File: config.mk
export PLATFORM = sky130hd
export DESIGN_NAME = wig_wake_gate
export DESIGN_NICKNAME = d
export VERILOG_FILES = /design/src/core/wig_pkg.sv /design/src/core/wig_sync_edge.sv /design/src/core/wig_wake_gate.sv
export VERILOG_INCLUDE_DIRS = /design/src /design/src/core
export SDC_FILE = /design/constraint.sdc
export NUM_CORES = 1
export LEC_CHECK = 0
export BUFFER_PORTS_ARGS = -buffer_cell sky130_fd_sc_hd__buf_4
export CORE_MARGIN = 1.5
export CORE_UTILIZATION = 30
export DETAILED_ROUTE_END_ITERATION = 10
export PLACE_DENSITY = 0.53
export RECOVER_POWER = 100
export SLEW_MARGIN = 20
export SYNTH_ARGS = -nofsm -noshare
export SYNTH_HDL_FRONTEND = slang
export SYNTH_SLANG_ARGS = --single-unit
File: constraint.sdc
create_clock -name aclk -period 3.21 [get_ports aclk]
set_input_delay 0.642 -clock aclk [delete_from_list [all_inputs] [get_ports aclk]]
set_output_delay 0.642 -clock aclk [all_outputs]
set_load 0.05 [all_outputs]
File: src/core/wig_defs.svh
// Register offsets, field positions and reset values of the wake gating block
`ifndef WIG_DEFS_SVH
`define WIG_DEFS_SVH

// Register byte offsets
`define WIG_ADDR_MODE      8'h00
`define WIG_ADDR_WAKE_EN   8'h04
`define WIG_ADDR_INT_EN    8'h08
`define WIG_ADDR_FLAG1     8'h0C
`define WIG_ADDR_FLAG2     8'h10
`define WIG_ADDR_STATUS    8'h14
`define WIG_ADDR_EVT_STAT  8'h18
`define WIG_ADDR_EVT_CLR   8'h1C
`define WIG_ADDR_EVT_EN    8'h20

// Field positions
`define WIG_PC_WAKE_BIT    4
`define WIG_PC_INT_BIT     1
`define WIG_EXT_INT_BIT    2
`define WIG_FLAG_EXT0_BIT  0
`define WIG_FLAG_PC_BIT    1
`define WIG_FLAG_EXT1_BIT  0
`define WIG_EVT_WAKE_BIT   0
`define WIG_EVT_VEC_BIT    1
`define WIG_EVT_RST_BIT    2

// Input vector positions
`define WIG_IN_EXT0        0
`define WIG_IN_EXT1        1
`define WIG_IN_PORT6_LO    2
`define WIG_IN_PORT6_HI    9
`define WIG_IN_WDOG        10
`define WIG_IN_LVR         11

// Values
`define WIG_VEC_ADDR       8'h08
`define WIG_EVT_RESET      3'h0
`define WIG_RESP_OKAY      2'h0
`define WIG_RESP_SLVERR    2'h2

`endif

File: src/core/wig_pkg.sv
// Types shared by the wake gating block
package wig_pkg;

  // Power modes, Gray coded along normal-green-idle-sleep
  typedef enum logic [1:0] {
    WIG_NORMAL = 2'h0,
    WIG_GREEN  = 2'h1,
    WIG_IDLE   = 2'h3,
    WIG_SLEEP  = 2'h2
  } wig_mode_e;

  typedef struct packed {
    logic pc_wake_en;
    logic pc_int_en;
    logic ext_int_en;
  } wig_cfg_s;

  typedef struct packed {
    logic ext0;
    logic ext1;
    logic pc;
  } wig_flags_s;

  typedef struct packed {
    logic [7:0] vec_addr;
    logic       wake;
    logic       vector;
    logic       resume;
    logic       reset;
    logic       osc_run;
  } wig_core_s;

endpackage

File: src/core/wig_sync_edge.sv
// Two-flop synchronisers with rise and change detection per input bit
`timescale 1ns/1ps
`default_nettype none
module wig_sync_edge
#(
  parameter int WIDTH = 12
)
(
  // Clock and reset
  input  wire logic             aclk,
  input  wire logic             aresetn,
  // Asynchronous inputs
  input  wire logic [WIDTH-1:0] async_in,
  // Detected events, one cycle each
  output logic      [WIDTH-1:0] rise,
  output logic      [WIDTH-1:0] change
);

  genvar gi;
  generate
    for (gi = 0; gi < WIDTH; gi++)
    begin : g_bit
      logic meta_q;
      logic sync_q;
      logic last_q;
      always_ff @(posedge aclk)
      begin
        if (!aresetn)
        begin
          meta_q <= 1'b0;
          sync_q <= 1'b0;
          last_q <= 1'b0;
        end
        else
        begin
          meta_q <= async_in[gi];
          sync_q <= meta_q;
          last_q <= sync_q;
        end
      end
      assign rise[gi]   = sync_q & ~last_q;
      assign change[gi] = sync_q ^ last_q;
    end
  endgenerate

endmodule // wig_sync_edge
`default_nettype wire

File: src/core/wig_wake_gate.sv
// Wake-up and interrupt gating across four power modes, AXI4-Lite registers
// Function
// - Enabled source vectors if interrupts are on; a wake without a vector resumes.
// - Wake applies only in sleep or idle; green and normal only interrupt.
// - Watchdog or low-voltage reset in any mode resets into normal mode.
// - Pins never wake sleep; idle, enabled, interrupts off: wake and flag.
// - Pin enable and interrupts on, outside sleep: flag and vector to 0x08.
// - Green or normal, interrupts off: a pin event sets its flag, no branch.
// - Sleep or idle, both port-change enables clear: no wake, clocks stopped.
// - Green or normal, port-change interrupt enable clear: no interrupt.
// - Sleep or idle, only port-change interrupt enable: flag set, no wake.
// - Sleep or idle, only port-change wake enable: wake to next instruction.
// - In sleep or idle with no wake, oscillator and timer stay stopped.
// - Port change with both interrupt enables on: flag, vector, maybe wake; in sleep or idle the vector needs the wake enable.
//
// Local design decisions: the AXI4-Lite register port and the register addresses.
`timescale 1ns/1ps
`default_nettype none
`include "wig_defs.svh"
module wig_wake_gate
  import wig_pkg::*;
(
  // Clock and reset
  input  wire logic       aclk,
  input  wire logic       aresetn,
  // AXI4-Lite write address and data
  input  wire logic [7:0] s_axi_awaddr,
  input  wire logic       s_axi_awvalid,
  output logic            s_axi_awready,
  input  wire logic [31:0] s_axi_wdata,
  input  wire logic [3:0] s_axi_wstrb,
  input  wire logic       s_axi_wvalid,
  output logic            s_axi_wready,
  // AXI4-Lite write response
  output logic [1:0]      s_axi_bresp,
  output logic            s_axi_bvalid,
  input  wire logic       s_axi_bready,
  // AXI4-Lite read
  input  wire logic [7:0] s_axi_araddr,
  input  wire logic       s_axi_arvalid,
  output logic            s_axi_arready,
  output logic [31:0]     s_axi_rdata,
  output logic [1:0]      s_axi_rresp,
  output logic            s_axi_rvalid,
  input  wire logic       s_axi_rready,
  // Pins
  input  wire logic       external_pin0,
  input  wire logic       external_pin1,
  input  wire logic [7:0] port6,
  input  wire logic       watchdog_timer_timeout,
  input  wire logic       low_voltage_reset,
  // Core instruction strobes
  input  wire logic       global_int_on_instr,
  input  wire logic       global_int_off_instr,
  // Core control and interrupt
  output wig_core_s       core_ctrl,
  output logic            irq
);

  // Input synchronisation
  logic [11:0] in_rise;
  logic [11:0] in_chg;

  wig_sync_edge #(.WIDTH(12)) u_sync (
    .aclk     (aclk),
    .aresetn  (aresetn),
    .async_in ({low_voltage_reset, watchdog_timer_timeout, port6,
                external_pin1, external_pin0}),
    .rise     (in_rise),
    .change   (in_chg)
  );

  // State
  wig_mode_e  mode_q;
  wig_mode_e  mode_d;
  wig_cfg_s   cfg_q;
  wig_cfg_s   cfg_d;
  wig_flags_s flags_q;
  wig_flags_s flags_d;
  wig_core_s  core_d;
  logic       gie_q;
  logic       gie_d;
  logic [2:0] evt_stat_q;
  logic [2:0] evt_stat_d;
  logic [2:0] evt_en_q;
  logic [2:0] evt_set;

  // Source decisions
  wire sleepish  = (mode_q == WIG_SLEEP) || (mode_q == WIG_IDLE);
  wire rst_ev    = in_rise[`WIG_IN_WDOG] | in_rise[`WIG_IN_LVR];
  wire pc_ev     = |in_chg[`WIG_IN_PORT6_HI:`WIG_IN_PORT6_LO];
  wire ext_ok    = cfg_q.ext_int_en && (mode_q != WIG_SLEEP) && !rst_ev;
  wire ext0_hit  = ext_ok && in_rise[`WIG_IN_EXT0];
  wire ext1_hit  = ext_ok && in_rise[`WIG_IN_EXT1];
  wire ext_any   = ext0_hit || ext1_hit;
  wire ext_wake  = ext_any && (mode_q == WIG_IDLE);
  wire ext_vec   = ext_any && gie_q;
  wire pc_hit    = pc_ev && !rst_ev;
  wire pc_wake   = pc_hit && sleepish && cfg_q.pc_wake_en;
  wire pc_flag   = pc_hit && cfg_q.pc_int_en;
  wire pc_vec    = pc_flag && gie_q
                   && (!sleepish || cfg_q.pc_wake_en);
  wire do_wake   = ext_wake || pc_wake;
  wire do_vec    = ext_vec || pc_vec;
  wire do_resume = do_wake && !do_vec;

  // AXI write path
  logic       aw_hold_q;
  logic [7:0] aw_addr_q;
  logic       w_hold_q;
  logic [31:0] w_data_q;
  logic [3:0] w_strb_q;

  wire        aw_hs    = s_axi_awvalid && s_axi_awready;
  wire        w_hs     = s_axi_wvalid && s_axi_wready;
  wire        aw_have  = aw_hold_q || aw_hs;
  wire        w_have   = w_hold_q || w_hs;
  wire        do_write = aw_have && w_have && !s_axi_bvalid;
  wire [7:0]  wr_raw   = aw_hold_q ? aw_addr_q : s_axi_awaddr;
  wire [7:0]  wr_addr  = {wr_raw[7:2], 2'b00};
  wire [31:0] wr_data  = w_hold_q ? w_data_q : s_axi_wdata;
  wire [3:0]  wr_strb  = w_hold_q ? w_strb_q : s_axi_wstrb;
  wire        wr_en    = do_write && wr_strb[0];

  wire sel_mode  = wr_addr == `WIG_ADDR_MODE;
  wire sel_wake  = wr_addr == `WIG_ADDR_WAKE_EN;
  wire sel_int   = wr_addr == `WIG_ADDR_INT_EN;
  wire sel_flag1 = wr_addr == `WIG_ADDR_FLAG1;
  wire sel_flag2 = wr_addr == `WIG_ADDR_FLAG2;
  wire sel_eclr  = wr_addr == `WIG_ADDR_EVT_CLR;
  wire sel_een   = wr_addr == `WIG_ADDR_EVT_EN;
  wire wr_hit    = sel_mode || sel_wake || sel_int || sel_flag1
                   || sel_flag2 || sel_eclr || sel_een;

  wire       wr_mode   = wr_en && sel_mode;
  wire       wr_cfgw   = wr_en && sel_wake;
  wire       wr_cfgi   = wr_en && sel_int;
  wire       clr_ext0  = wr_en && sel_flag1
                         && wr_data[`WIG_FLAG_EXT0_BIT];
  wire       clr_pc    = wr_en && sel_flag1 && wr_data[`WIG_FLAG_PC_BIT];
  wire       clr_ext1  = wr_en && sel_flag2
                         && wr_data[`WIG_FLAG_EXT1_BIT];
  wire [2:0] evt_clr   = (wr_en && sel_eclr) ? wr_data[2:0] : 3'h0;
  wire       wr_een    = wr_en && sel_een;

  // Next state
  assign mode_d = rst_ev  ? WIG_NORMAL :
                  do_wake ? WIG_NORMAL :
                  wr_mode ? wig_mode_e'(wr_data[1:0]) : mode_q;

  assign cfg_d.pc_wake_en = wr_cfgw ? wr_data[`WIG_PC_WAKE_BIT]
                                    : cfg_q.pc_wake_en;
  assign cfg_d.pc_int_en  = wr_cfgi ? wr_data[`WIG_PC_INT_BIT]
                                    : cfg_q.pc_int_en;
  assign cfg_d.ext_int_en = wr_cfgi ? wr_data[`WIG_EXT_INT_BIT]
                                    : cfg_q.ext_int_en;

  // Set wins over a software clear in the same cycle
  assign flags_d.ext0 = ext0_hit || (flags_q.ext0 && !clr_ext0);
  assign flags_d.ext1 = ext1_hit || (flags_q.ext1 && !clr_ext1);
  assign flags_d.pc   = pc_flag || (flags_q.pc && !clr_pc);

  assign gie_d = rst_ev               ? 1'b0 :
                 global_int_on_instr  ? 1'b1 :
                 global_int_off_instr ? 1'b0 : gie_q;

  assign evt_set    = {rst_ev, do_vec, do_wake};
  assign evt_stat_d = evt_set | (evt_stat_q & ~evt_clr);

  assign core_d.vec_addr = `WIG_VEC_ADDR;
  assign core_d.wake     = do_wake;
  assign core_d.vector   = do_vec;
  assign core_d.resume   = do_resume;
  assign core_d.reset    = rst_ev;
  assign core_d.osc_run  = (mode_d != WIG_SLEEP)
                           && (mode_d != WIG_IDLE);

  always_ff @(posedge aclk)
  begin
    if (!aresetn)
    begin
      mode_q     <= WIG_NORMAL;
      cfg_q      <= '0;
      flags_q    <= '0;
      gie_q      <= 1'b0;
      evt_stat_q <= `WIG_EVT_RESET;
      evt_en_q   <= `WIG_EVT_RESET;
      core_ctrl  <= '0;
      irq        <= 1'b0;
    end
    else
    begin
      mode_q     <= mode_d;
      cfg_q      <= cfg_d;
      flags_q    <= flags_d;
      gie_q      <= gie_d;
      evt_stat_q <= evt_stat_d;
      evt_en_q   <= wr_een ? wr_data[2:0] : evt_en_q;
      core_ctrl  <= core_d;
      irq        <= |(evt_stat_d & (wr_een ? wr_data[2:0] : evt_en_q));
    end
  end

  // AXI write handshake
  wire aw_hold_d = aw_have && !do_write;
  wire w_hold_d  = w_have && !do_write;
  wire bvalid_d  = do_write || (s_axi_bvalid && !s_axi_bready);

  always_ff @(posedge aclk)
  begin
    if (!aresetn)
    begin
      aw_hold_q     <= 1'b0;
      w_hold_q      <= 1'b0;
      aw_addr_q     <= 8'h00;
      w_data_q      <= 32'h0000_0000;
      w_strb_q      <= 4'h0;
      s_axi_awready <= 1'b0;
      s_axi_wready  <= 1'b0;
      s_axi_bvalid  <= 1'b0;
      s_axi_bresp   <= `WIG_RESP_OKAY;
    end
    else
    begin
      aw_hold_q     <= aw_hold_d;
      w_hold_q      <= w_hold_d;
      aw_addr_q     <= aw_hs ? s_axi_awaddr : aw_addr_q;
      w_data_q      <= w_hs ? s_axi_wdata : w_data_q;
      w_strb_q      <= w_hs ? s_axi_wstrb : w_strb_q;
      s_axi_awready <= !aw_hold_d && !bvalid_d;
      s_axi_wready  <= !w_hold_d && !bvalid_d;
      s_axi_bvalid  <= bvalid_d;
      s_axi_bresp   <= do_write ? (wr_hit ? `WIG_RESP_OKAY
                                          : `WIG_RESP_SLVERR)
                                : s_axi_bresp;
    end
  end

  // AXI read path
  wire       ar_hs    = s_axi_arvalid && s_axi_arready;
  wire       rvalid_d = ar_hs || (s_axi_rvalid && !s_axi_rready);
  wire [7:0] rd_addr  = {s_axi_araddr[7:2], 2'b00};
  logic [31:0] rd_data;
  logic        rd_hit;

  always_comb
  begin
    rd_data = 32'h0000_0000;
    rd_hit  = 1'b1;
    case (rd_addr)
      `WIG_ADDR_MODE:     rd_data[1:0] = mode_q;
      `WIG_ADDR_WAKE_EN:  rd_data[`WIG_PC_WAKE_BIT] = cfg_q.pc_wake_en;
      `WIG_ADDR_INT_EN:
      begin
        rd_data[`WIG_PC_INT_BIT]  = cfg_q.pc_int_en;
        rd_data[`WIG_EXT_INT_BIT] = cfg_q.ext_int_en;
      end
      `WIG_ADDR_FLAG1:
      begin
        rd_data[`WIG_FLAG_EXT0_BIT] = flags_q.ext0;
        rd_data[`WIG_FLAG_PC_BIT]   = flags_q.pc;
      end
      `WIG_ADDR_FLAG2:    rd_data[`WIG_FLAG_EXT1_BIT] = flags_q.ext1;
      `WIG_ADDR_STATUS:   rd_data[2:0] = {mode_q, gie_q};
      `WIG_ADDR_EVT_STAT: rd_data[2:0] = evt_stat_q;
      `WIG_ADDR_EVT_CLR:  rd_data = 32'h0000_0000;
      `WIG_ADDR_EVT_EN:   rd_data[2:0] = evt_en_q;
      default:            rd_hit = 1'b0;
    endcase
  end

  always_ff @(posedge aclk)
  begin
    if (!aresetn)
    begin
      s_axi_arready <= 1'b0;
      s_axi_rvalid  <= 1'b0;
      s_axi_rdata   <= 32'h0000_0000;
      s_axi_rresp   <= `WIG_RESP_OKAY;
    end
    else
    begin
      s_axi_arready <= !rvalid_d;
      s_axi_rvalid  <= rvalid_d;
      s_axi_rdata   <= ar_hs ? rd_data : s_axi_rdata;
      s_axi_rresp   <= ar_hs ? (rd_hit ? `WIG_RESP_OKAY
                                       : `WIG_RESP_SLVERR)
                             : s_axi_rresp;
    end
  end
endmodule // wig_wake_gate
`default_nettype wire

==> summary.md <==
| Metric | Value |
|---|---|
| DR vias/cell | 4.42 |
| Fillers | 1228 |
| Final Hold Vio Count | 0 |
| GPL Wtd Cong | 0.787 |
| TNS Setup | 0 ns |
| Slew @ Worst Pin | 1.53 ns |
| Rel. slew slack | -2.05% |
| Synth unique cells | 57 |
| Final Max Slew Viols | 34 |
| Post-cts resize count | 0 |
| Lkg Pwr | 1.69 nW |
| CTS H-tree depth | 3 |
| Tmin final | 2.59 ns |
| Vias | 2519 |
| Placed insts | 554 |
| # clock sinks | 82 |
| Ys flop type | dfxtp_1 |
| Per-cell routed wire length | 12.1 µm |
| Fmax | 387 MHz |
| 1st-pass router iterations | 4 |
| Reg clk slew, reported paths | 0.06 ns |
| CTS buffer count | 9 |
| Synth Area per Inst | 9.48 µm² |
| Failing checks | max-capacitance violations, max-slew violations |
| CTS Buffer Depth | 2 |
| Register area | 0.00164 mm² |
| Hold Crit Start | u_sync.g_bit[7].meta_q |
| WP data required | 3.42 ns |
| Crit path launch type | register |
| Metal1 wirelength | 3120 µm |
| Hold-fix buffers, CTS | 0 |
| Placed cell area | 0.00389 mm² |
| Cell row count | 39 |
| Congestion Overflow GR | 0 |
| Largest net degree at the start of global routing | 49 |
| Fin cells | 570 |
| #FFs+latches synth | 82 |
| Ys async rst share | 0% |
| Die X | 111 µm |
| Worst Path Max Fanout | 9 |
| Root buffer cell | clkbuf_16 |
| Status | finished with violations |
| Endpoints failing setup | 0 |
| I/O Buffers | 55 |
| Worst setup path startpoint | aw_hold_q |
| # Max-Cap Violations | 1 |
| Min-Delay Path Class | reg -> reg |
| PD cells | 580 mW/mm² |
| Fin util | 35.5% |
| Worst vdd ir | 0.000243 V |
| Antenna-violating nets left | 0 |
| Die area | 0.0124 mm² |
| Post-synth EDFFs | 0 |
| Most common library cell in the layout ignoring fill and taps | dfxtp_1 |
| Core area | 0.0114 mm² |
| Die Y | 111 µm |
| Drt initial violations | 145 |
| Commonest non-fill, non-tap cells in the layout | 82 x dfxtp_1, 37 x conb_1, 37 x buf_4 |
| Worst Hold Slack | 0.432 ns |
| Diodes inserted | 0 |
| Area growth from synthesis to layout | 15.4% |
| DR top layer | met4 |
| Yosys warnings | 0 |
| Cells after Synth | 370 |
| Worst r2r src | aw_hold_q |
| Multi-input gate area | 0.00156 mm² |
| Worst Setup End Kind | register |
| First-pass GRT wire length | 11800 µm |
| DRC | 0 |
| Post-route cell area | 0.00405 mm² |
| Clock Latency Late Sink | 0.33 ns |
| WL final | 6880 µm |
| Tcrit/Tclk final | 80.5% |
| GRT Total Usage | 11.8% |
| Critical path type | reg -> reg |
| CTS tree | yes |
| Unrepaired setup endpoints after global routing | false |
| Number of global-route vias before repair | 2403 |
| Dpl hpwl | 4980 µm |
| Initial Util | 30.7% |
| Postcts setup bufs | 0 |
| Initial antenna violation count | 0 |
| Crit path arrival time | 2.80 ns |
| Share of layout cells above drive strength 1 | 16.4% |
| Cell Area, Synth | 0.00351 mm² |
| Total Nets Final | 495 |
| Met2 routed WL | 3240 µm |
| Met3 wire len | 465 µm |
| Post-synthesis sequential area ratio | 46.8% |
| Final Skew | 0.00808 ns |
| Number of I/O pins | 128 |
-- report_power, final --
group          total [mW]  switching [mW]  internal [mW]
sequential           1.09          0.0294           1.06
combinational       0.314           0.226         0.0880
clock               0.947           0.399          0.547
total                2.35           0.655           1.69
-- flip-flops by register name, summed over array words and instances, names as in the netlist, 2 cells and up --
name,count
aw_addr_q,6
w_data_q,4
core_ctrl,6
flags_q,3
evt_stat_q,3
cfg_q,3
u_sync.g_bit.last_q,12
u_sync.g_bit.sync_q,12
evt_en_q,3
u_sync.g_bit.meta_q,12
mode_q,2
s_axi_rdata,4
-- critical path, stage by stage (launching register included) --
cell     delay, ns
dfxtp_1       0.59
a21oi_1       0.16
nor4_1        0.57
and4b_1       0.41
mux2_1        0.37
o211a_1       0.12
a211o_1       0.26
-- logic make-up after synthesis --
logic type	Yosys count	synth area share [%]
muxes	18	6.06
other	1	0.107
and+or+nand+nor	142	23.1
AOI/OAI and AO/OA	57	10.8
DFF	82	46.8
buffers and inverters	62	11.2
xor gates and xnor gates	8	2.00
-- cells in the mapped netlist (6+ instances only) --
library cell / n / area share, %
a21oi_1: 21 / 3.0
and2_1: 37 / 6.6
and3_1: 6 / 1.1
buf_4: 38 / 8.1
clkbuf_1: 9 / 0.96
dfxtp_1: 82 / 47
inv_1: 10 / 1.1
mux2i_1: 9 / 2.6
nand2_1: 23 / 2.5
nand3_1: 15 / 2.1
nor2_1: 22 / 2.4
nor3_1: 12 / 1.7
o21ai_0: 10 / 1.4
xor2_1: 8 / 2.0
-- layout make-up --
type                    instances  share of cell area, %
flip-flops and latches         82                   40.5
well taps                     143                   4.42
clock buffers                  11                   6.00
clock inverters                 5                  0.958
multi-input cells             262                   38.4
inverters                      11                   1.02
repair buffers                 56                   8.62
-- metal layers --
layer / GRT usage [%] / up-vias
met2: 19.4 / 81
met3: 4.48 / 5
met5: 0 / -
met1: 14.7 / 1140
li1: - / 1293
met4: 2.53 / 0
-- through the flow --
| step | setup slack [ns] | total power [mW] |
|---|---|---|
| 2_1_floorplan | 0.902 | 1.40 |
| 3_3_place_gp | 0.819 | 1.44 |
| 3_5_place_dp | 0.798 | 1.45 |
| 4_1_cts | 0.802 | 2.41 |
| 5_1_grt | 0.372 | 2.47 |
| 6_report | 0.624 | 2.35 |
-- final timing paths --
| kind | to | slack, ns | cells after the start |
|---|---|---|---|
| worst min register to register | u_sync.g_bit[7].sync_q | 0.43 | 1 |
| worst min-delay path | u_sync.g_bit[7].sync_q | 0.43 | 1 |
| worst max register to register | irq | 0.62 | 6 |
| worst max-delay path | irq | 0.62 | 6 |
(Power assumes the default switching activity.)
